===== src/cpq_pkg.sv =====
/*
  Constants for the codec parameter query block: command and response
  layout, verb and parameter codes, node table layout and link timing.
  Assumes a single core clock that oversamples the link bit clock.
*/
package cpq_pkg;
  localparam int CMD_W  = 40;
  localparam int RSP_W  = 36;
  localparam int DATA_W = 32;

  // Command fields
  localparam int CMD_ADDR_HI = 31;
  localparam int CMD_ADDR_LO = 28;
  localparam int CMD_NODE_HI = 27;
  localparam int CMD_NODE_LO = 20;
  localparam int CMD_VERB_HI = 19;
  localparam int CMD_VERB_LO = 8;
  localparam int CMD_PAY_HI  = 7;
  localparam int CMD_PAY_LO  = 0;

  // Response fields
  localparam int RSP_VALID_BIT = 35;
  localparam int RSP_UNSOL_BIT = 34;

  localparam logic [11:0] VERB_GET_PARAM = 12'hF00;

  // Parameter identifiers
  localparam logic [7:0] PID_IDENTITY   = 8'h00;
  localparam logic [7:0] PID_FG_CAPS    = 8'h08;
  localparam logic [7:0] PID_NODE_CAPS  = 8'h09;
  localparam logic [7:0] PID_SIZE_RATE  = 8'h0A;
  localparam logic [7:0] PID_STREAM_FMT = 8'h0B;
  localparam logic [7:0] PID_PIN_CAPS   = 8'h0C;
  localparam logic [7:0] PID_IN_AMP     = 8'h0D;
  localparam logic [7:0] PID_CONN_LEN   = 8'h0E;
  localparam logic [7:0] PID_OUT_AMP    = 8'h12;

  // Node capability field positions
  localparam int NC_TYPE_LO   = 20;
  localparam int NC_DELAY_LO  = 16;
  localparam int NC_POWER     = 10;
  localparam int NC_DIGITAL   = 9;
  localparam int NC_HAS_LIST  = 8;
  localparam int NC_UNSOL     = 7;
  localparam int NC_PROC      = 6;
  localparam int NC_FMT_OVR   = 4;
  localparam int NC_AMP_OVR   = 3;
  localparam int NC_OUT_AMP   = 2;
  localparam int NC_IN_AMP    = 1;
  localparam int NC_STEREO    = 0;

  typedef enum logic [3:0] {
    CPQ_NT_OUT_CONV = 4'h0,
    CPQ_NT_IN_CONV  = 4'h1,
    CPQ_NT_MIXER    = 4'h2,
    CPQ_NT_SELECTOR = 4'h3,
    CPQ_NT_PIN      = 4'h4,
    CPQ_NT_POWER    = 4'h5,
    CPQ_NT_KNOB     = 4'h6,
    CPQ_NT_VENDOR   = 4'hF
  } cpq_node_type_type;

  localparam logic [7:0] NODE_ROOT = 8'h00;
  localparam logic [7:0] NODE_FG   = 8'h01;
  localparam int         NODE_CNT  = 8;   // Widget nodes 02h..09h
  localparam logic [7:0] NODE_FIRST_WIDGET = 8'h02;

  // Arbitrary identity values, not tied to any real part
  localparam logic [15:0] MAKER_CODE = 16'h1234;
  localparam logic [15:0] PART_CODE  = 16'h0001;

  // Function group defaults
  localparam logic [31:0] FG_CAPS_VAL    = 32'h0001_0000;
  localparam logic [31:0] FG_SIZE_RATE   = 32'h000E_0560;
  localparam logic [31:0] FG_STREAM_FMT  = 32'h0000_0001;
  localparam logic [31:0] FG_IN_AMP      = 32'h8003_1F00;
  localparam logic [31:0] FG_OUT_AMP     = 32'h8005_1F1F;

  // Frame timing: a frame is this many link bit clocks
  localparam int FRAME_BITS = 500;
  localparam int FRAME_CNT_W = 9;
endpackage


===== src/cpq_node_table.sv =====
/*
  Fixed capability table for the widget nodes: one answer per node and
  parameter, chosen purely combinationally. Assumes node and parameter
  codes are already decoded by the caller.
*/
`timescale 1ns/1ns
`default_nettype none
module cpq_node_table
  import cpq_pkg::*;
(
  input  wire logic [7:0]  i_node,
  input  wire logic [7:0]  i_param,
  output logic             o_known,
  output logic [31:0]      o_value
);
  import cpq_pkg::*;

  // Node capability word builder
  function automatic logic [31:0] caps(input cpq_node_type_type t,
                                       input logic [10:0] flags);
    caps = {8'h00, t, 4'h0, 5'h00, flags};
  endfunction

  logic [31:0] nc_r [NODE_CNT];
  logic [31:0] pin_r [NODE_CNT];
  logic [31:0] conn_r [NODE_CNT];
  logic [31:0] fmt_sr_r [NODE_CNT];
  logic [31:0] fmt_sf_r [NODE_CNT];
  logic [31:0] amp_i_r [NODE_CNT];
  logic [31:0] amp_o_r [NODE_CNT];

  // node type and flag layout
  always_comb begin
    nc_r[0] = caps(CPQ_NT_OUT_CONV, 11'h41D);
    nc_r[1] = caps(CPQ_NT_OUT_CONV, 11'h405);
    nc_r[2] = caps(CPQ_NT_IN_CONV,  11'h50B);
    nc_r[3] = caps(CPQ_NT_IN_CONV,  11'h611);
    nc_r[4] = caps(CPQ_NT_MIXER,    11'h103);
    nc_r[5] = caps(CPQ_NT_SELECTOR, 11'h105);
    nc_r[6] = caps(CPQ_NT_PIN,      11'h587);
    nc_r[7] = caps(CPQ_NT_PIN,      11'h4C1);
  end

  // pin answers only for pin complexes
  always_comb begin
    for (int k = 0; k < NODE_CNT; k++) begin
      pin_r[k] = 32'h0000_0000;
    end
    pin_r[6] = 32'h0000_3735;
    pin_r[7] = 32'h0000_0025;
  end

  // short form, input count
  always_comb begin
    for (int k = 0; k < NODE_CNT; k++) begin
      conn_r[k] = 32'h0000_0000;
    end
    conn_r[2] = 32'h0000_0001;
    conn_r[3] = 32'h0000_0001;
    conn_r[4] = 32'h0000_0005;
    conn_r[5] = 32'h0000_0002;
    conn_r[6] = 32'h0000_0002;
    conn_r[7] = 32'h0000_0001;
  end

  // per-converter format answers
  always_comb begin
    for (int k = 0; k < NODE_CNT; k++) begin
      fmt_sr_r[k] = 32'h0000_0000;
      fmt_sf_r[k] = 32'h0000_0000;
      amp_i_r[k]  = 32'h0000_0000;
      amp_o_r[k]  = 32'h0000_0000;
    end
    // size and rate flags
    fmt_sr_r[0] = 32'h001E_07E0;
    fmt_sf_r[0] = 32'h0000_0007;
    fmt_sr_r[3] = 32'h0002_0060;
    fmt_sf_r[3] = 32'h0000_0005;
    // converter own amplifier ranges
    amp_i_r[2]  = 32'h8003_2710;
  end

  logic [2:0] idx;
  logic       in_range;
  logic       is_conv;
  logic [31:0] nc;

  always_comb begin
    in_range = (i_node >= NODE_FIRST_WIDGET)
               && (i_node < NODE_FIRST_WIDGET + 8'(NODE_CNT));
    idx      = 3'(i_node - NODE_FIRST_WIDGET);
    nc       = nc_r[idx];
    is_conv  = (nc[23:20] == CPQ_NT_OUT_CONV) || (nc[23:20] == CPQ_NT_IN_CONV);
    o_known  = 1'b0;
    o_value  = 32'h0000_0000;
    if (in_range) begin
      case (i_param)
        PID_NODE_CAPS: begin
          o_known = 1'b1;
          o_value = nc;
        end
        PID_PIN_CAPS: begin
          o_known = (nc[23:20] == CPQ_NT_PIN);
          o_value = pin_r[idx];
        end
        PID_CONN_LEN: begin
          o_known = 1'b1;
          o_value = conn_r[idx];
        end
        // override else function defaults
        PID_SIZE_RATE: begin
          o_known = is_conv;
          o_value = nc[NC_FMT_OVR] ? fmt_sr_r[idx] : FG_SIZE_RATE;
        end
        PID_STREAM_FMT: begin
          o_known = is_conv;
          o_value = nc[NC_FMT_OVR] ? fmt_sf_r[idx] : FG_STREAM_FMT;
        end
        // amp override else defaults
        PID_IN_AMP: begin
          o_known = nc[NC_IN_AMP];
          o_value = nc[NC_AMP_OVR] ? amp_i_r[idx] : FG_IN_AMP;
        end
        PID_OUT_AMP: begin
          o_known = nc[NC_OUT_AMP];
          o_value = nc[NC_AMP_OVR] ? amp_o_r[idx] : FG_OUT_AMP;
        end
        default: begin
          o_known = 1'b0;
          o_value = 32'h0000_0000;
        end
      endcase
    end
    if (!o_known) begin
      o_value = 32'h0000_0000;
    end
  end
endmodule
`default_nettype wire


===== src/cpq_query.sv =====
/*
  Codec parameter query: takes a 40-bit command captured from the link,
  decodes the get-parameter verb and returns the solicited response one
  frame later as a 36-bit word on the serial response line.
  Assumes the link bit clock, frame sync and command line arrive from
  another domain and are oversampled by i_clock; the command word and
  frame boundaries are recovered here.
*/
// Behaviour
// Unsupported verb answers all zeros
// Query fields: address, node, F00h, identifier
// Unknown parameter answers all zeros
// Parameters read-only, never changed
// Root parameter 00h gives maker, part codes
// Function group 08h: tone, delays
// Node caps type field bits 23:20
// Node caps delay field, reserved zeros
// Node caps bits 10..6 meanings
// Node caps bits 4..0 meanings
// Sample size flags bits 20..16
// Sample rate flags bits 11..0
// Converter override replaces function format defaults
// Stream format: AC3, float, PCM bits
// Pin reference voltage options bits 15:8
// Pin caps only from pin complexes
// Amp caps mute, step, count, offset
// Step size quarter decibel, zero fixed
// Input amp 0Dh, output amp 12h
// Connection length upper bits zero
// Decode 0Ah, 0Bh, 0Ch identifiers too
// Answer sent in following frame
// 36-bit response: valid, solicited, reserved
// Host sends 40-bit command layout
// Connection length: form bit, input count
// Ignore commands for other codec address
// Constant answers chosen combinationally
`timescale 1ns/1ns
`default_nettype none
module cpq_query
  import cpq_pkg::*;
(
  input  wire logic       i_clock,
  input  wire logic       i_rst,
  input  wire logic       i_link_clk,
  input  wire logic       i_frame_sync,
  input  wire logic       i_cmd_line,
  input  wire logic [3:0] i_codec_addr,
  output logic            o_resp_line,
  output logic            o_resp_oe_n,
  output logic [31:0]     o_last_resp,
  output logic            o_resp_sent
);
  import cpq_pkg::*;

  typedef enum logic [1:0] {
    CPQ_IDLE  = 2'b00,
    CPQ_HOLD  = 2'b01,
    CPQ_SEND  = 2'b11
  } cpq_state_type;

  // Three-stage samplers; decisions use stages two and three only
  logic [2:0] clk_s_r;
  logic [2:0] sync_s_r;
  logic [2:0] cmd_s_r;
  logic       clk_lvl_r;
  logic       sync_lvl_r;
  logic       cmd_lvl_r;

  // Link clock stages
  always_ff @(posedge i_clock) begin
    if (i_rst) begin
      clk_s_r <= 3'h0;
    end else begin
      clk_s_r <= {clk_s_r[1:0], i_link_clk};
    end
  end

  // Frame sync stages
  always_ff @(posedge i_clock) begin
    if (i_rst) begin
      sync_s_r <= 3'h0;
    end else begin
      sync_s_r <= {sync_s_r[1:0], i_frame_sync};
    end
  end

  // Command line stages
  always_ff @(posedge i_clock) begin
    if (i_rst) begin
      cmd_s_r <= 3'h0;
    end else begin
      cmd_s_r <= {cmd_s_r[1:0], i_cmd_line};
    end
  end

  // A change counts once stages two and three agree; costs core
  // cycles, so a link half period must span four or more of them
  function automatic logic settle(input logic [2:0] stages, input logic lvl);
    settle = (stages[1] == stages[2]) ? stages[2] : lvl;
  endfunction

  // Settled link clock
  always_ff @(posedge i_clock) begin
    if (i_rst) begin
      clk_lvl_r <= 1'b0;
    end else begin
      clk_lvl_r <= settle(clk_s_r, clk_lvl_r);
    end
  end

  // Settled frame sync
  always_ff @(posedge i_clock) begin
    if (i_rst) begin
      sync_lvl_r <= 1'b0;
    end else begin
      sync_lvl_r <= settle(sync_s_r, sync_lvl_r);
    end
  end

  // Settled command bit
  always_ff @(posedge i_clock) begin
    if (i_rst) begin
      cmd_lvl_r <= 1'b0;
    end else begin
      cmd_lvl_r <= settle(cmd_s_r, cmd_lvl_r);
    end
  end

  logic link_rise;
  logic link_fall;
  logic clk_prev_r;
  always_ff @(posedge i_clock) begin
    if (i_rst) begin
      clk_prev_r <= 1'b0;
    end else begin
      clk_prev_r <= clk_lvl_r;
    end
  end
  assign link_rise = clk_lvl_r & ~clk_prev_r;
  assign link_fall = ~clk_lvl_r & clk_prev_r;

  // Frame start: sync seen high at a rising link edge, then low
  logic sync_prev_r;
  logic frame_start;
  always_ff @(posedge i_clock) begin
    if (i_rst) begin
      sync_prev_r <= 1'b0;
    end else if (link_rise) begin
      sync_prev_r <= sync_lvl_r;
    end
  end
  assign frame_start = link_rise & sync_prev_r & ~sync_lvl_r;

  // Command shift-in, first bit is the most significant
  logic [CMD_W-1:0]       cmd_sh_r;
  logic [FRAME_CNT_W-1:0] bit_cnt_r;
  logic                   cmd_done;

  always_ff @(posedge i_clock) begin
    if (i_rst) begin
      bit_cnt_r <= '0;
    end else if (frame_start) begin
      bit_cnt_r <= FRAME_CNT_W'(1);
    end else if (link_rise && bit_cnt_r != '0 && bit_cnt_r < FRAME_CNT_W'(FRAME_BITS)) begin
      bit_cnt_r <= bit_cnt_r + FRAME_CNT_W'(1);
    end
  end

  // command arrives most significant first
  always_ff @(posedge i_clock) begin
    if (i_rst) begin
      cmd_sh_r <= '0;
    end else if (link_rise && (frame_start || (bit_cnt_r != '0
                 && bit_cnt_r < FRAME_CNT_W'(CMD_W)))) begin
      cmd_sh_r <= {cmd_sh_r[CMD_W-2:0], cmd_lvl_r};
    end
  end
  assign cmd_done = link_rise && bit_cnt_r == FRAME_CNT_W'(CMD_W - 1);

  // field split
  logic [3:0]  f_addr;
  logic [7:0]  f_node;
  logic [11:0] f_verb;
  logic [7:0]  f_param;
  logic [CMD_W-1:0] cmd_full;
  assign cmd_full = {cmd_sh_r[CMD_W-2:0], cmd_lvl_r};
  assign f_addr   = cmd_full[CMD_ADDR_HI:CMD_ADDR_LO];
  assign f_node   = cmd_full[CMD_NODE_HI:CMD_NODE_LO];
  assign f_verb   = cmd_full[CMD_VERB_HI:CMD_VERB_LO];
  assign f_param  = cmd_full[CMD_PAY_HI:CMD_PAY_LO];

  // answers picked without state
  logic        w_known;
  logic [31:0] w_value;
  cpq_node_table u_table (
    .i_node  (f_node),
    .i_param (f_param),
    .o_known (w_known),
    .o_value (w_value)
  );

  // Group defaults, also seen by converters without override
  function automatic logic [DATA_W-1:0] fg_answer(input logic [7:0] p);
    case (p)
      PID_FG_CAPS:    fg_answer = FG_CAPS_VAL;
      PID_SIZE_RATE:  fg_answer = FG_SIZE_RATE;
      PID_STREAM_FMT: fg_answer = FG_STREAM_FMT;
      PID_IN_AMP:     fg_answer = FG_IN_AMP;
      PID_OUT_AMP:    fg_answer = FG_OUT_AMP;
      default:        fg_answer = 32'h0000_0000;
    endcase
  endfunction

  logic [31:0] answer;
  always_comb begin
    answer = 32'h0000_0000;
    // verbs other than get-parameter answer all zeros
    if (f_verb == VERB_GET_PARAM) begin
      // fixed root and group answers
      case (f_node)
        NODE_ROOT: begin
          answer = (f_param == PID_IDENTITY) ? {MAKER_CODE, PART_CODE} : 32'h0000_0000;
        end
        NODE_FG: begin
          answer = fg_answer(f_param);
        end
        // unknown parameters read as zero
        default: begin
          answer = w_known ? w_value : 32'h0000_0000;
        end
      endcase
    end
  end

  // latch answer for next frame
  cpq_state_type state_r;
  logic [31:0]   pend_r;
  logic [RSP_W-1:0] out_sh_r;
  logic [5:0]    out_cnt_r;
  logic          last_shift;
  logic          take_cmd;

  // other codec addresses never answered
  assign take_cmd   = state_r == CPQ_IDLE && cmd_done && f_addr == i_codec_addr;
  assign last_shift = state_r == CPQ_SEND && link_rise && out_cnt_r == 6'(RSP_W - 1);

  // Solicited frame: valid set, unsolicited flag clear
  function automatic logic [RSP_W-1:0] resp_word(input logic [DATA_W-1:0] a);
    resp_word                = '0;
    resp_word[RSP_VALID_BIT] = 1'b1;
    resp_word[RSP_UNSOL_BIT] = 1'b0;
    resp_word[DATA_W-1:0]    = a;
  endfunction

  always_ff @(posedge i_clock) begin
    if (i_rst) begin
      state_r <= CPQ_IDLE;
    end else begin
      case (state_r)
        CPQ_IDLE: begin
          if (take_cmd) begin
            state_r <= CPQ_HOLD;
          end
        end
        CPQ_HOLD: begin
          if (frame_start) begin
            state_r <= CPQ_SEND;
          end
        end
        CPQ_SEND: begin
          if (last_shift) begin
            state_r <= CPQ_IDLE;
          end
        end
        default: begin
          state_r <= CPQ_IDLE;
        end
      endcase
    end
  end

  // pending copy only, tables never written
  always_ff @(posedge i_clock) begin
    if (i_rst) begin
      pend_r <= 32'h0000_0000;
    end else if (take_cmd) begin
      pend_r <= answer;
    end
  end

  // valid, solicited, reserved, answer
  always_ff @(posedge i_clock) begin
    if (i_rst) begin
      out_sh_r <= '0;
    end else if (state_r == CPQ_HOLD && frame_start) begin
      out_sh_r <= resp_word(pend_r);
    end else if (state_r == CPQ_SEND && link_rise) begin
      out_sh_r <= {out_sh_r[RSP_W-2:0], 1'b0};
    end
  end

  // Response bit counter
  always_ff @(posedge i_clock) begin
    if (i_rst) begin
      out_cnt_r <= 6'h00;
    end else if (state_r == CPQ_HOLD && frame_start) begin
      out_cnt_r <= 6'h00;
    end else if (state_r == CPQ_SEND && link_rise) begin
      out_cnt_r <= out_cnt_r + 6'h01;
    end
  end

  // Driven on falling edge so host samples a settled bit
  always_ff @(posedge i_clock) begin
    if (i_rst) begin
      o_resp_line <= 1'b0;
      o_resp_oe_n <= 1'b1;
    end else if (link_fall) begin
      o_resp_line <= (state_r == CPQ_SEND) ? out_sh_r[RSP_W-1] : 1'b0;
      o_resp_oe_n <= (state_r != CPQ_SEND);
    end
  end

  // answer shown from frame start
  always_ff @(posedge i_clock) begin
    if (i_rst) begin
      o_last_resp <= 32'h0000_0000;
    end else if (state_r == CPQ_HOLD && frame_start) begin
      o_last_resp <= pend_r;
    end
  end

  // Pulses as the last bit shifts, before the line is released
  always_ff @(posedge i_clock) begin
    if (i_rst) begin
      o_resp_sent <= 1'b0;
    end else begin
      o_resp_sent <= last_shift;
    end
  end
endmodule
`default_nettype wire


===== config.mk =====
export PLATFORM = sky130hd
export DESIGN_NAME = cpq_query
export DESIGN_NICKNAME = d
export VERILOG_FILES = /design/src/cpq_pkg.sv /design/src/cpq_node_table.sv /design/src/cpq_query.sv
export SDC_FILE = /design/constraint.sdc
export NUM_CORES = 1
export LEC_CHECK = 0
export ABC_AREA = 1
export BUFFER_PORTS_ARGS = -buffer_cell sky130_fd_sc_hd__buf_2
export CORE_ASPECT_RATIO = 0.8
export CORE_MARGIN = 8
export CORE_UTILIZATION = 50
export DETAILED_ROUTE_END_ITERATION = 16
export PLACE_DENSITY_LB_ADDON = 0.25
export SLEW_MARGIN = 5
export SYNTH_ARGS = -nofsm -noshare
export SYNTH_HDL_FRONTEND = slang
export SYNTH_SLANG_ARGS = --single-unit

===== constraint.sdc =====
create_clock -name i_clock -period 5.55 [get_ports i_clock]
set_input_delay 0.2775 -clock i_clock [delete_from_list [all_inputs] [get_ports i_clock]]
set_output_delay 0.2775 -clock i_clock [all_outputs]
set_load 0.02 [all_outputs]

### Yosys cells after proc, flatten, opt, wreduce, memory -nomap -nowiden

Memory sizes are Yosys's and may differ from the RTL's.
Index checks and enable logic that the tools add are counted.

* register bits: 165
* bits in latches: 0
* bits in writable memories: 0
* memory bits (read-only): 1792
* input port bits: 9
* output and inout port bits: 35
* word-level logic and storage cells: 128
* memories: 7

Memories
* (no name shown): depth 8, bits a word 32, read ports 1, clocked after Yosys merged registers in 0, write ports 0, line cpq_node_table.sv:104 `o_value = pin_r[idx];`
* (no name shown): depth 8, bits a word 32, read ports 1, clocked after Yosys merged registers in 0, write ports 0, line cpq_node_table.sv:117 `o_value = nc[NC_FMT_OVR] ? fmt_sf_r[idx] : FG_STREAM_FMT;`
* (no name shown): depth 8, bits a word 32, read ports 1, clocked after Yosys merged registers in 0, write ports 0, line cpq_node_table.sv:108 `o_value = conn_r[idx];`
* (no name shown): depth 8, bits a word 32, read ports 1, clocked after Yosys merged registers in 0, write ports 0, line cpq_node_table.sv:92 `nc = nc_r[idx];`
* (no name shown): depth 8, bits a word 32, read ports 1, clocked after Yosys merged registers in 0, write ports 0, line cpq_node_table.sv:122 `o_value = nc[NC_AMP_OVR] ? amp_i_r[idx] : FG_IN_AMP;`
* (no name shown): depth 8, bits a word 32, read ports 1, clocked after Yosys merged registers in 0, write ports 0, line cpq_node_table.sv:113 `o_value = nc[NC_FMT_OVR] ? fmt_sr_r[idx] : FG_SIZE_RATE;`
* 1 more memories

* $add $sub $neg: 3
* multiply operators: 0
* div/mod/pow operators: 0
* order comparisons: 5
* equal/unequal tests: 24
* shifts and indexed selects: 0
* mux-type cells: 36
* bitwise operators: 8
* reductions and logical operators: 25

Operator list (number)
* 2-to-1 mux 32 bit: 21
* one-hot mux 32 bit (7 select lines): 1
* one-hot mux 32 bit (5 select lines): 1
* 2-to-1 mux 36 bit: 2
* one-hot mux 32 bit (2 select lines): 1
* equality test 8 x 4 -> 1 bit, second input constant: 7
* 2-to-1 mux 29 bit: 1
* logical NOT 8 bit: 2
* equality test 12 bit, second input constant: 1
* logical AND 1 bit: 11
* adder 9 x 1 -> 9 bit, second input constant: 1
* equality test 9 x 6 -> 1 bit, second input constant: 1
* < comparator 9 x 6 -> 1 bit, second input constant: 1
* < comparator 9 bit, second input constant: 1
* nonzero test 9 bit: 1
* equality test 8 x 1 -> 1 bit, second input constant: 1
* equality test 8 x 5 -> 1 bit, second input constant: 1
* greater-or-equal comparator 8 x 2 -> 1 bit, second input constant: 1
* < comparator 8 x 4 -> 1 bit, second input constant: 1
* != test 2 bit, second input constant: 4
* OR reduction 2 bit: 4
* adder 6 x 1 -> 6 bit, second input constant: 1
* equality test 6 bit, second input constant: 1
* 2-to-1 mux 2 bit: 3
* other kinds (19): 31

### Longest topological paths before layout

Gate-level depths: netlist (run 1).

* depth in word-level cells: 12
* gate-level depth with buffers: 15
* mapped depth without buffers: 14

### Hierarchy

From an unflattened synthesis (run 1), not the netlist that was laid out.

* cell total of the unflattened synthesis: 1180
* area total of the unflattened synthesis: 7997.7 um^2

By module, submodules not included
* cpq_query: times used 1, cells each 1003, area an instance 7041.8 um^2, sequential area each 3303.2 um^2
* cpq_node_table: times used 1, cells each 177, area an instance 955.9 um^2, sequential area each 0.0 um^2

### Worst setup path before layout (run 1)

Ideal clock, no wire load.

* path kind: register to register
* from: register cmd_sh_r[20]
* to: register pend_r[4]
* setup time: 0.138 ns
* arrival: 1.861 ns
* data required time: 5.412 ns
* path slack: 3.551 ns
* stages on the path, launching flop included: 14
* buffers on the path: 2
* clock period less this slack: 1.999 ns
* path through: dfxtp_1 > inv_2 > ha_1 > buf_2 > o21ai_1 > nand3_1 > nand3_1 > nor2_2 > nand2_4 > buf_6 > nand3_1 > nand2_1 > nand2_1 > a21oi_2

* word-level cells in the longest chain between the ends: 12
* elaborated cells between the ends (all ways): 43
* classes of those cells: add/sub (1); order compare (2); eq/ne (3); mux (25); bitwise (1); reduce/logical (4); memory (7)

RTL lines
* from (decl): line cpq_query.sv:155 `logic [CMD_W-1:0] cmd_sh_r;`
* from (signal assigned): line cpq_query.sv:175 `cmd_sh_r <= {cmd_sh_r[CMD_W-2:0], cmd_lvl_r};`
* subtractor 3 x 2 -> 3 bit: line cpq_node_table.sv:91 `idx = 3'(i_node - NODE_FIRST_WIDGET);`
* inverter 3 -> 4 bit (not written as such)
* memory read (8 x 32 bit)
* 2-to-1 mux 32 bit (not written as such) (2 in a row): line cpq_node_table.sv:92
* equality test 4 x 1 -> 1 bit / logical NOT 4 bit (equally long branches): line cpq_node_table.sv:93 `is_conv = (nc[23:20] == CPQ_NT_OUT_CONV) || (nc[23:20] == CPQ_NT_IN_CONV);`
* logical OR 1 bit: line cpq_node_table.sv:93
* one-hot mux 1 bit (5 select lines): line cpq_node_table.sv:97 `case (i_param)`
* 2-to-1 mux 1 bit: line cpq_node_table.sv:96 `if (in_range) begin`
* 2-to-1 mux 32 bit: line cpq_query.sv:229 `answer = w_known ? w_value : 32'h0000_0000;`
* one-hot mux 32 bit (2 select lines) (*): line cpq_query.sv:220 `case (f_node)`
* 2-to-1 mux 32 bit (*): line cpq_query.sv:218 `if (f_verb == VERB_GET_PARAM) begin`
* to (signal assigned): line cpq_query.sv:287 `pend_r <= answer;`
* to (decl): line cpq_query.sv:237 `logic [31:0] pend_r;`

Every way passes the cells marked *; elsewhere a longest branch is shown, timed or not. The select of a mux whose other input is x is not followed.
A chain may end at the register's enable or synchronous reset.

### Worst setup path in the final report (run 1)

* from: register cmd_sh_r[20]
* to: register pend_r[12]

The elaborated chain is that of the path after synthesis.

==> results.py, run 1 <==
metrics = {
    "worst_setup_path": {
        "cp-startpoint": "cmd_sh_r[20]",
        "critPathCaptureType": "register",
        "r2r_start": "cmd_sh_r[20]",
        "r2r_cells": 14,
        "required_ns": 5.90,
        "cp_top_family": "simple AND/OR/NAND/NOR gates",
        "worst_setup_path_start_kind": "register",
        "crit_end": "pend_r[12]",
        "cp_cell_sequence": "inv_2 -> ha_1 -> inv_1 -> nand2_1 -> nand2_1 -> nor2_2 -> inv_1 -> nor2_2 -> nor2_2 -> nand2_4 -> nand3_1 -> a21boi_2 -> nor2_1 -> nor2_1",
        "r2r_end": "pend_r[12]",
        "critical_path_arrival_ns": 2.77,
        "slowest_stage": "ha_1",
        "rrSetupSlack_ns": 3.13,
        "cp_max_fo": 15,
        "max_stage_delay_ns": 0.55,
        "worstSetupPathType": "register to register",
        "cp.depth": 14,
        "cpMostUsedCell": "nor2_2",
        "path_buf_inv": 3,
    },
    "clocking": {
        "cts_tree": "yes",
        "cts-root-buf": "clkbuf_16",
        "hold_buffers": 0,
        "clkSinkCount": 147,
        "worstSkewPairLatency_ns": 0.42,
        "cts_buffers": 17,
        "cts_setup_buffers": 0,
        "clk_pin_slew_ns": 0.06,
        "clockBufferDepth": 2,
        "htreeDepth": 4,
        "cts.repair.resized": 0,
    },
    "finish": {
        "layout_commonest_cell": "nand2_1",
        "nets": 971,
        "area_delta_synth_final_pct": 10.67,
        "post_route_cells_drive_above_1_share_pct": 14.70,
        "fillers": 1324,
        "layout_common_cells": "nand2_1, dfxtp_1, a21oi_1",
        "diodes": 0,
        "fin_util_pct": 56.16,
        "finalNonFillerCells": 1146,
    },
    "placed_design": {
        "place.gp.congestion": 0.9398,
        "placed_cells": 1114,
        "dp_hpwl_mm": 10.20,
        "portBuffers": 35,
    },
    "route": {
        "drtPass1Iterations": 5,
        "drtIter0Drc": 532,
        "wl_per_cell_um": 13.03,
        "num_vias": 5914,
        "via_per_inst": 5.161,
        "wl_mm": 14.93,
        "postRouteAntennaNets": 0,
        "route.detailed.drc": 0,
    },
    "synth": {
        "syn-cell-area_mm2": 0.006804,
        "synth_top_area_share_pct": 43.25,
        "synth_edf_count": 0,
        "synth_area_leaders": "dfxtp_1, nand2_1, a21oi_1",
        "yosys.cell_types.count": 44,
        "syn_area_per_cell_um2": 7.254,
        "yosysTopAreaCell": "dfxtp_1",
        "synth_ff_type": "dfxtp_1",
        "yosysSeqAreaShare_pct": 43.25,
        "async_flop_share_pct": 0,
        "netlist_instances": 938,
        "yosys_register_bits": 147,
        "yosysWarnings": 0,
    },
    "power_and_ir_drop": {
        "leakage_nw": 3.026,
        "p_per_area_mw_per_mm2": 293.3,
        "vdd_ir_drop_max_v": 0.0001917,
    },
    "run": {
        "cap_viol_max_count": 0,
    },
    "sta": {
        "finalSetupTns_ns": 0,
        "fmax_mhz": 413.6,
        "whs_ns": 0.05758,
        "slew_headroom_pct": 35.11,
        "finalHoldViolCount": 0,
        "post-route-min-period_ns": 2.418,
        "grt_setup_unrepaired": "no",
        "period_share_pct": 43.56,
        "tightest_slew_ns": 0.9734,
        "setup_violations": 0,
        "skew_ns": 0.01077,
        "final_max_slew_viol_count": 0,
    },
    "global_routing": {
        "grt_first_pass_wirelength_mm": 25.52,
        "overflow": 0,
        "grt_pass1_vias": 5371,
        "grtUsageTotal_pct": 17.35,
        "grt_antenna_before_repair": 0,
        "grt_max_degree": 90,
    },
    "floorplan": {
        "dieArea_mm2": 0.01762,
        "initial_core_util_pct": 50.75,
        "core_area_mm2": 0.01341,
        "pin_count": 44,
        "rows": 38,
        "die-width_um": 146.4,
        "die_y_um": 120.3,
    },
    "worst_hold_path": {
        "hp-start": "i_frame_sync",
        "hp-class": "input port to register",
    },
    "outcome": {
        "status": "finished clean",
    },
}
## synth_stat cells (10+ instances only)
| cell | count |
|---|---|
| nand2_1 | 240 |
| dfxtp_1 | 147 |
| a21oi_1 | 94 |
| inv_1 | 77 |
| nor2_1 | 73 |
| nand3_1 | 54 |
| o21ai_0 | 48 |
| nand2_2 | 27 |
| a31oi_1 | 23 |
| clkbuf_1 | 17 |
| nand4_1 | 16 |
| buf_4 | 13 |
| a21oi_2 | 10 |
| inv_2 | 10 |
## worst register-to-register path, delay by kind of cell (launching register included)
family	cells	cell delay [ns]
flip-flops	1	0.50
buffers and inverters	3	0.30
adder cells (fa/ha/maj)	1	0.55
AO/OA/AOI/OAI	1	0.16
AND/OR/NAND/NOR	9	0.83
## metal layers
metal  GRT usage [%]  routed length, um  vias to the layer above
met4           5.459                126                        0
met2           25.98               6295                      136
met3           5.041                839                       11
li1                -                  -                     3054
met5               0                  0                        -
met1           23.69               7668                     2713
## worst min-delay path by stage
stage               cells after the start     endpoint
floorplan                               2   clk_s_r[0]
detailed placement                      2   cmd_s_r[1]
global route                            3   clk_s_r[0]
global placement                        2   clk_s_r[1]
finish                                  3  sync_s_r[0]
CTS                                     3  sync_s_r[0]
## logic make-up (layout without fill, tap and decap cells)
logic type,after synthesis,after routing,share of synthesized area (%)
AO/OA/AOI/OAI,189,189,15.46
other,1,8,0.05511
AND/OR/NAND/NOR,447,447,29.51
buffers and inverters,140,161,9.415
adder cells (fa/ha/maj),9,9,1.655
XOR/XNOR,5,5,0.6436
flip-flops,147,147,43.25
## through the flow
step	area, um2	setup slack, ns	total power [mW]
after floorplan	6830	3.551	1.113
after global placement	6954	3.243	1.117
after detailed placement	6954	3.175	1.117
after CTS	7530	3.172	2.227
after global routing	7530	2.884	2.280
final	7530	3.132	2.208
## where the power goes
group | total [mW] | leakage [nW] | internal (mW) | switching, mW
registers | 1.06 | 1.18 | 1.06 | 0.00118
logic | 0.0346 | 1.55 | 0.00696 | 0.0276
clock network | 1.11 | 0.288 | 0.674 | 0.441
## state kept, by name, indices dropped and copies added, names as in the netlist, 6 cells and up
register	flops
bit_cnt_r	9
out_sh_r	36
pend_r	23
cmd_sh_r	31
o_last_resp	23
out_cnt_r	6
## layout make-up
class / instances / area, um2 / area share, %
Clock buffer: 20 / 446.7 / 5.932
Clock inverter: 12 / 128.9 / 1.712
Inverter: 93 / 356.6 / 4.736
Multi-Input combinational cell: 658 / 3247 / 43.12
Sequential cell: 147 / 2943 / 39.08
Tap cell: 180 / 225.2 / 2.991
Timing Repair Buffer: 36 / 182.7 / 2.426
Note: power is estimated with default switching activity, not from simulation.
==> run 2: changes to the inputs <==
==> constraint.sdc (replaced) <==
create_clock -name i_clock -period 2.46 [get_ports i_clock]
set_input_delay 0.123 -clock i_clock [delete_from_list [all_inputs] [get_ports i_clock]]
set_output_delay 0.123 -clock i_clock [all_outputs]
set_load 0.02 [all_outputs]
==> run 2 against run 1 <==
- critical path depth unchanged
- largest cell class unchanged
- total power increased by 130%
- die area stayed put
- final area is 2.8% higher
- non-clock buffer count grew 16
- sequential power grew 130%
==> results.py, run 2 (synthesis gave the netlist of run 1 again) <==
metrics = {
    "global_routing": {
        "grt_max_degree": 68,
        "grt_first_pass_wirelength_mm": 25.92,
        "grt_pass1_vias": 5381,
        "overflow": 0,
        "grt_antenna_before_repair": 0,
        "grtUsageTotal_pct": 17.66,
    },
    "clocking": {
        "cts-root-buf": "clkbuf_16",
        "clk_pin_slew_ns": 0.07,
        "clockBufferDepth": 2,
        "cts_buffers": 17,
        "cts_tree": "yes",
        "clkSinkCount": 147,
        "htreeDepth": 4,
        "worstSkewPairLatency_ns": 0.43,
        "cts_setup_buffers": 0,
    },
    "worst_setup_path": {
        "cp_cell_sequence": "inv_1 -> ha_2 -> inv_1 -> nand2_1 -> nand2_1 -> nor2_2 -> inv_1 -> nor2_2 -> nor2_2 -> nand2_4 -> nand3_1 -> a21boi_2 -> nor2_1 -> nor2_1",
        "r2r_cells": 14,
        "r2r_end": "pend_r[12]",
        "worstSetupPathType": "register to register",
        "cp_max_fo": 15,
        "crit_end": "pend_r[12]",
        "required_ns": 2.83,
        "rrSetupSlack_ns": 0.33,
        "critical_path_arrival_ns": 2.50,
        "r2r_start": "cmd_sh_r[21]",
        "max_stage_delay_ns": 0.46,
        "slowest_stage": "ha_2",
        "worst_setup_path_start_kind": "register",
        "cp.depth": 14,
        "path_buf_inv": 3,
        "critPathCaptureType": "register",
        "cp_top_family": "simple AND/OR/NAND/NOR gates",
        "cp-startpoint": "cmd_sh_r[21]",
    },
    "finish": {
        "layout_common_cells": "nand2_1, dfxtp_1, a21oi_1",
        "largestRegisters": "out_sh_r (36), cmd_sh_r (31)",
        "diodes": 0,
        "regMostFlops": "out_sh_r",
        "fin_util_pct": 57.71,
        "largest_reg_flops": 36,
        "layout_commonest_cell": "nand2_1",
        "area_delta_synth_final_pct": 13.72,
        "nets": 987,
        "post_route_cells_drive_above_1_share_pct": 15.99,
    },
    "run": {
        "cap_viol_max_count": 0,
    },
    "route": {
        "route.detailed.drc": 0,
        "via_per_inst": 5.105,
        "wl_per_cell_um": 13.01,
        "postRouteAntennaNets": 0,
        "wl_mm": 15.12,
        "drtPass1Iterations": 5,
        "num_vias": 5932,
        "drtIter0Drc": 462,
    },
    "sta": {
        "fmax_mhz": 469.7,
        "slew_headroom_pct": 65.55,
        "period_share_pct": 86.54,
        "setup_violations": 0,
        "finalHoldViolCount": 0,
        "whs_ns": 0.1530,
        "grt_setup_unrepaired": "no",
        "finalSetupTns_ns": 0,
        "tightest_slew_ns": 0.5168,
        "final_max_slew_viol_count": 0,
        "skew_ns": 0.007021,
        "post-route-min-period_ns": 2.129,
    },
    "placed_design": {
        "dp_hpwl_mm": 10.56,
        "portBuffers": 35,
        "place.gp.congestion": 0.9482,
    },
    "floorplan": {
        "die-width_um": 146.4,
        "rows": 38,
        "core_area_mm2": 0.01341,
        "die_y_um": 120.3,
        "initial_core_util_pct": 50.75,
        "pin_count": 44,
        "dieArea_mm2": 0.01762,
    },
    "worst_hold_path": {
        "hp-class": "input port to register",
        "min_path_cells": 2,
    },
    "power_and_ir_drop": {
        "p_per_area_mw_per_mm2": 670.1,
        "power.total_mw": 5.185,
        "leakage_nw": 3.121,
        "vdd_ir_drop_max_v": 0.0005164,
    },
    "outcome": {
        "status": "finished clean",
    },
}
## run 2: cell types whose count changed in the layout (fill, tap and decap cells not counted), sizes merged
cell         before  now
clkinvlp          0    2
inv              91   93
bufinv            2    3
clkinv           12    9
dlygate4sd3       0    3
buf              36   49
clkbuf           20   18
## run 2: area by class of cell
type | instances | area (um2)
Fill cell | 1221 | 5670
Multi-Input combinational cell | 658 | 3249
Sequential cell | 147 | 2943
Clock buffer | 18 | 429.2
Inverter | 93 | 356.6
Timing Repair Buffer | 52 | 335.3
Tap cell | 180 | 225.2
Clock inverter | 14 | 198.9
## run 2: report_power, final
part	total (mW)	switching [mW]	internal [mW]
registers	2.39	0.00235	2.39
clock network	2.71	1.08	1.63
logic	0.0858	0.0639	0.0219
## run 2: worst min-delay path by stage
stage	slack, ns	to	from
after floorplan	0.23	clk_s_r[0]	i_link_clk
after global placement	0.32	clk_s_r[0]	i_link_clk
after detailed placement	0.33	clk_s_r[0]	i_link_clk
after CTS	0.14	cmd_s_r[0]	i_rst
after global routing	0.16	sync_s_r[0]	i_rst
final	0.15	cmd_s_r[0]	i_rst
## run 2: repair_timing
item	in CTS	in global routing
gates resized for setup	0	1
hold buffers	3	0
endpoints found under the setup margin	0	3
endpoints found under the hold margin	3	0
## run 2: routing by layer
metal / up-vias / routed length [um] / track usage (%) / share of wire (%)
li1: 3104 / - / - / -
met1: 2693 / 7840 / 25.09 / 52
met2: 123 / 6394 / 25.14 / 42
met3: 12 / 749 / 5.116 / 5.0
met4: 0 / 138 / 5.716 / 0.91
met5: - / 0 / 0 / 0
## run 2: through the flow
| step | cell area, um2 | worst slack [ns] | cells |
|---|---|---|---|
| after CTS | 7735 | 0.2620 | 1162 |
| after floorplan | 6830 | 0.4611 | 945 |
| final | 7737 | 0.3311 | 1162 |
| after global routing | 7737 | 0.1044 | 1162 |
| after detailed placement | 7077 | 0.2785 | 1127 |
| after global placement | 7077 | 0.3548 | 1127 |
==> run 3: changes to the inputs <==
--- a/config.mk
+++ b/config.mk
@@ -8,7 +8,7 @@
 export ABC_AREA = 1
 export BUFFER_PORTS_ARGS = -buffer_cell sky130_fd_sc_hd__buf_2
 export CORE_ASPECT_RATIO = 0.8
-export CORE_MARGIN = 8
+export CORE_MARGIN = 5
 export CORE_UTILIZATION = 50
 export DETAILED_ROUTE_END_ITERATION = 16
 export PLACE_DENSITY_LB_ADDON = 0.25
==> run 3 against run 2 <==
- non-clock buffer count increased by 1
- via count decreased by 0.69%
- cell count about the same
- worst setup slack worse by 0.020 ns
- clock skew about the same
- combinational power about the same
- die area shrank 8.9%
- global-route usage rose by 1.4 points
- largest cell class unchanged
- fmax decreased by 0.91%
- critical path type unchanged
- flip-flop and latch count is the same
- critical path depth is the same
- final area shrank 0.24%
==> results.py, run 3 (synthesis gave the netlist of run 1 again) <==
metrics = {
    "worst_setup_path": {
        "required_ns": 2.83,
        "worstSetupPathType": "register to register",
        "worst_setup_path_start_kind": "register",
        "path_buf_inv": 3,
        "max_stage_delay_ns": 0.42,
        "cp_max_fo": 15,
        "cp_top_family": "simple AND/OR/NAND/NOR gates",
        "critical_path_arrival_ns": 2.51,
        "cp_cell_sequence": "inv_1 -> ha_1 -> inv_1 -> nand2_1 -> nand2_1 -> nor2_2 -> inv_1 -> nor2_2 -> nor2_2 -> nand2_4 -> nand3_1 -> a21boi_2 -> nor2_1 -> nor2_1",
        "slowest_stage": "dfxtp_1",
        "critPathCaptureType": "register",
    },
    "finish": {
        "regMostFlops": "out_sh_r",
        "largestRegisters": "out_sh_r (36), cmd_sh_r (31)",
        "layout_common_cells": "nand2_1, dfxtp_1, a21oi_1",
        "area_delta_synth_final_pct": 13.44,
        "diodes": 0,
        "nets": 988,
        "largest_reg_flops": 36,
        "post_route_cells_drive_above_1_share_pct": 15.87,
        "layout_commonest_cell": "nand2_1",
    },
    "sta": {
        "finalSetupTns_ns": 0,
        "grt_setup_unrepaired": "no",
        "fmax_mhz": 465.4,
        "whs_ns": 0.1202,
        "worst_slack_ns": 0.3115,
        "finalHoldViolCount": 0,
        "setup_violations": 0,
        "final_max_slew_viol_count": 0,
        "period_share_pct": 87.34,
        "post-route-min-period_ns": 2.149,
        "tightest_slew_ns": 0.6795,
        "slew_headroom_pct": 54.65,
        "skew_ns": 0.007018,
    },
    "clocking": {
        "clk_pin_slew_ns": 0.06,
        "cts_buffers": 17,
        "worstSkewPairLatency_ns": 0.43,
        "clkSinkCount": 147,
        "htreeDepth": 4,
        "cts_tree": "yes",
        "clockBufferDepth": 2,
        "cts-root-buf": "clkbuf_16",
    },
    "placed_design": {
        "dp_hpwl_mm": 10.17,
        "pre_cts_ws_ns": 0.2608,
        "place.gp.congestion": 0.9718,
        "portBuffers": 35,
    },
    "floorplan": {
        "dieArea_mm2": 0.01606,
        "die_y_um": 114.3,
        "initial_core_util_pct": 50.57,
        "rows": 38,
        "pin_count": 44,
        "die-width_um": 140.4,
        "core_area_mm2": 0.01346,
    },
    "worst_hold_path": {
        "hp-class": "input port to register",
    },
    "run": {
        "cap_viol_max_count": 0,
    },
    "global_routing": {
        "overflow": 0,
        "grt_first_pass_wirelength_mm": 25.24,
        "grt_max_degree": 72,
        "grt_antenna_before_repair": 0,
        "grtUsageTotal_pct": 19.06,
        "grt_pass1_vias": 5326,
    },
    "outcome": {
        "status": "finished clean",
    },
    "route": {
        "postRouteAntennaNets": 0,
        "route.detailed.drc": 0,
        "num_vias": 5891,
        "wl_per_cell_um": 12.61,
        "via_per_inst": 5.065,
        "wl_mm": 14.66,
        "drtIter0Drc": 375,
        "drtPass1Iterations": 5,
    },
    "power_and_ir_drop": {
        "leakage_nw": 3.129,
        "vdd_ir_drop_max_v": 0.0004886,
        "power.total_mw": 5.176,
        "p_per_area_mw_per_mm2": 670.6,
    },
}
[run 3: cell count changes in the layout (fill, tap and decap cells not counted), sizes merged]
cell      delta
clkbuf       +2
clkinvlp     -2
inv          -2
buf          +1
bufinv       +1
clkinv       +1
[run 3: timing repair]
| item | in CTS | in global routing |
|---|---|---|
| endpoints found under the hold margin | 3 | 0 |
| hold buffers | 3 | 0 |
| setup endpoints to repair | 0 | 13 |
| buffers inserted | 0 | 0 |
| gates resized for setup | 0 | 1 |
[run 3: routing by layer]
metal | GRT usage, % | up-vias | wire (um)
met2 | 26.95 | 130 | 5976
met5 | 0 | - | 0
li1 | - | 3100 | -
met3 | 5.762 | 20 | 709
met1 | 27.85 | 2641 | 7786
met4 | 5.810 | 0 | 189
[run 3: through the flow]
stage | cells | utilization (%) | instance area (um2)
floorplan | 945 | - | 6830
global placement | 1128 | 52.56 | 7072
detailed placement | 1128 | 52.56 | 7072
CTS | 1163 | 57.36 | 7717
global route | 1163 | 57.36 | 7719
finish | 1163 | 57.36 | 7719
[run 3: final timing paths]
kind | slack [ns] | cells after the start | startpoint | endpoint
worst max-delay path | 0.31 | 14 | cmd_sh_r[21] | pend_r[12]
worst min-delay path | 0.12 | 2 | i_rst | clk_s_r[0]
worst max register to register | 0.31 | 14 | cmd_sh_r[21] | pend_r[12]
worst min register to register | 0.41 | 2 | sync_s_r[0] | sync_s_r[1]
[run 3: area by class of cell]
type	instances	area (um2)
clock inverter	12	178.9
inverter	93	356.6
timing repair buffer	53	330.3
sequential	147	2944
multi-input combinational	658	3247
tap	180	225.2
clock buffer	20	436.7
fill	1272	5737
[run 3: where the power goes]
| group | leakage (nW) | switching, mW | internal (mW) |
|---|---|---|---|
| sequential | 1.19 | 0.00269 | 2.39 |
| clock | 0.303 | 1.00 | 1.70 |
| combinational | 1.64 | 0.0640 | 0.0219 |
| total | 3.13 | 1.07 | 4.11 |
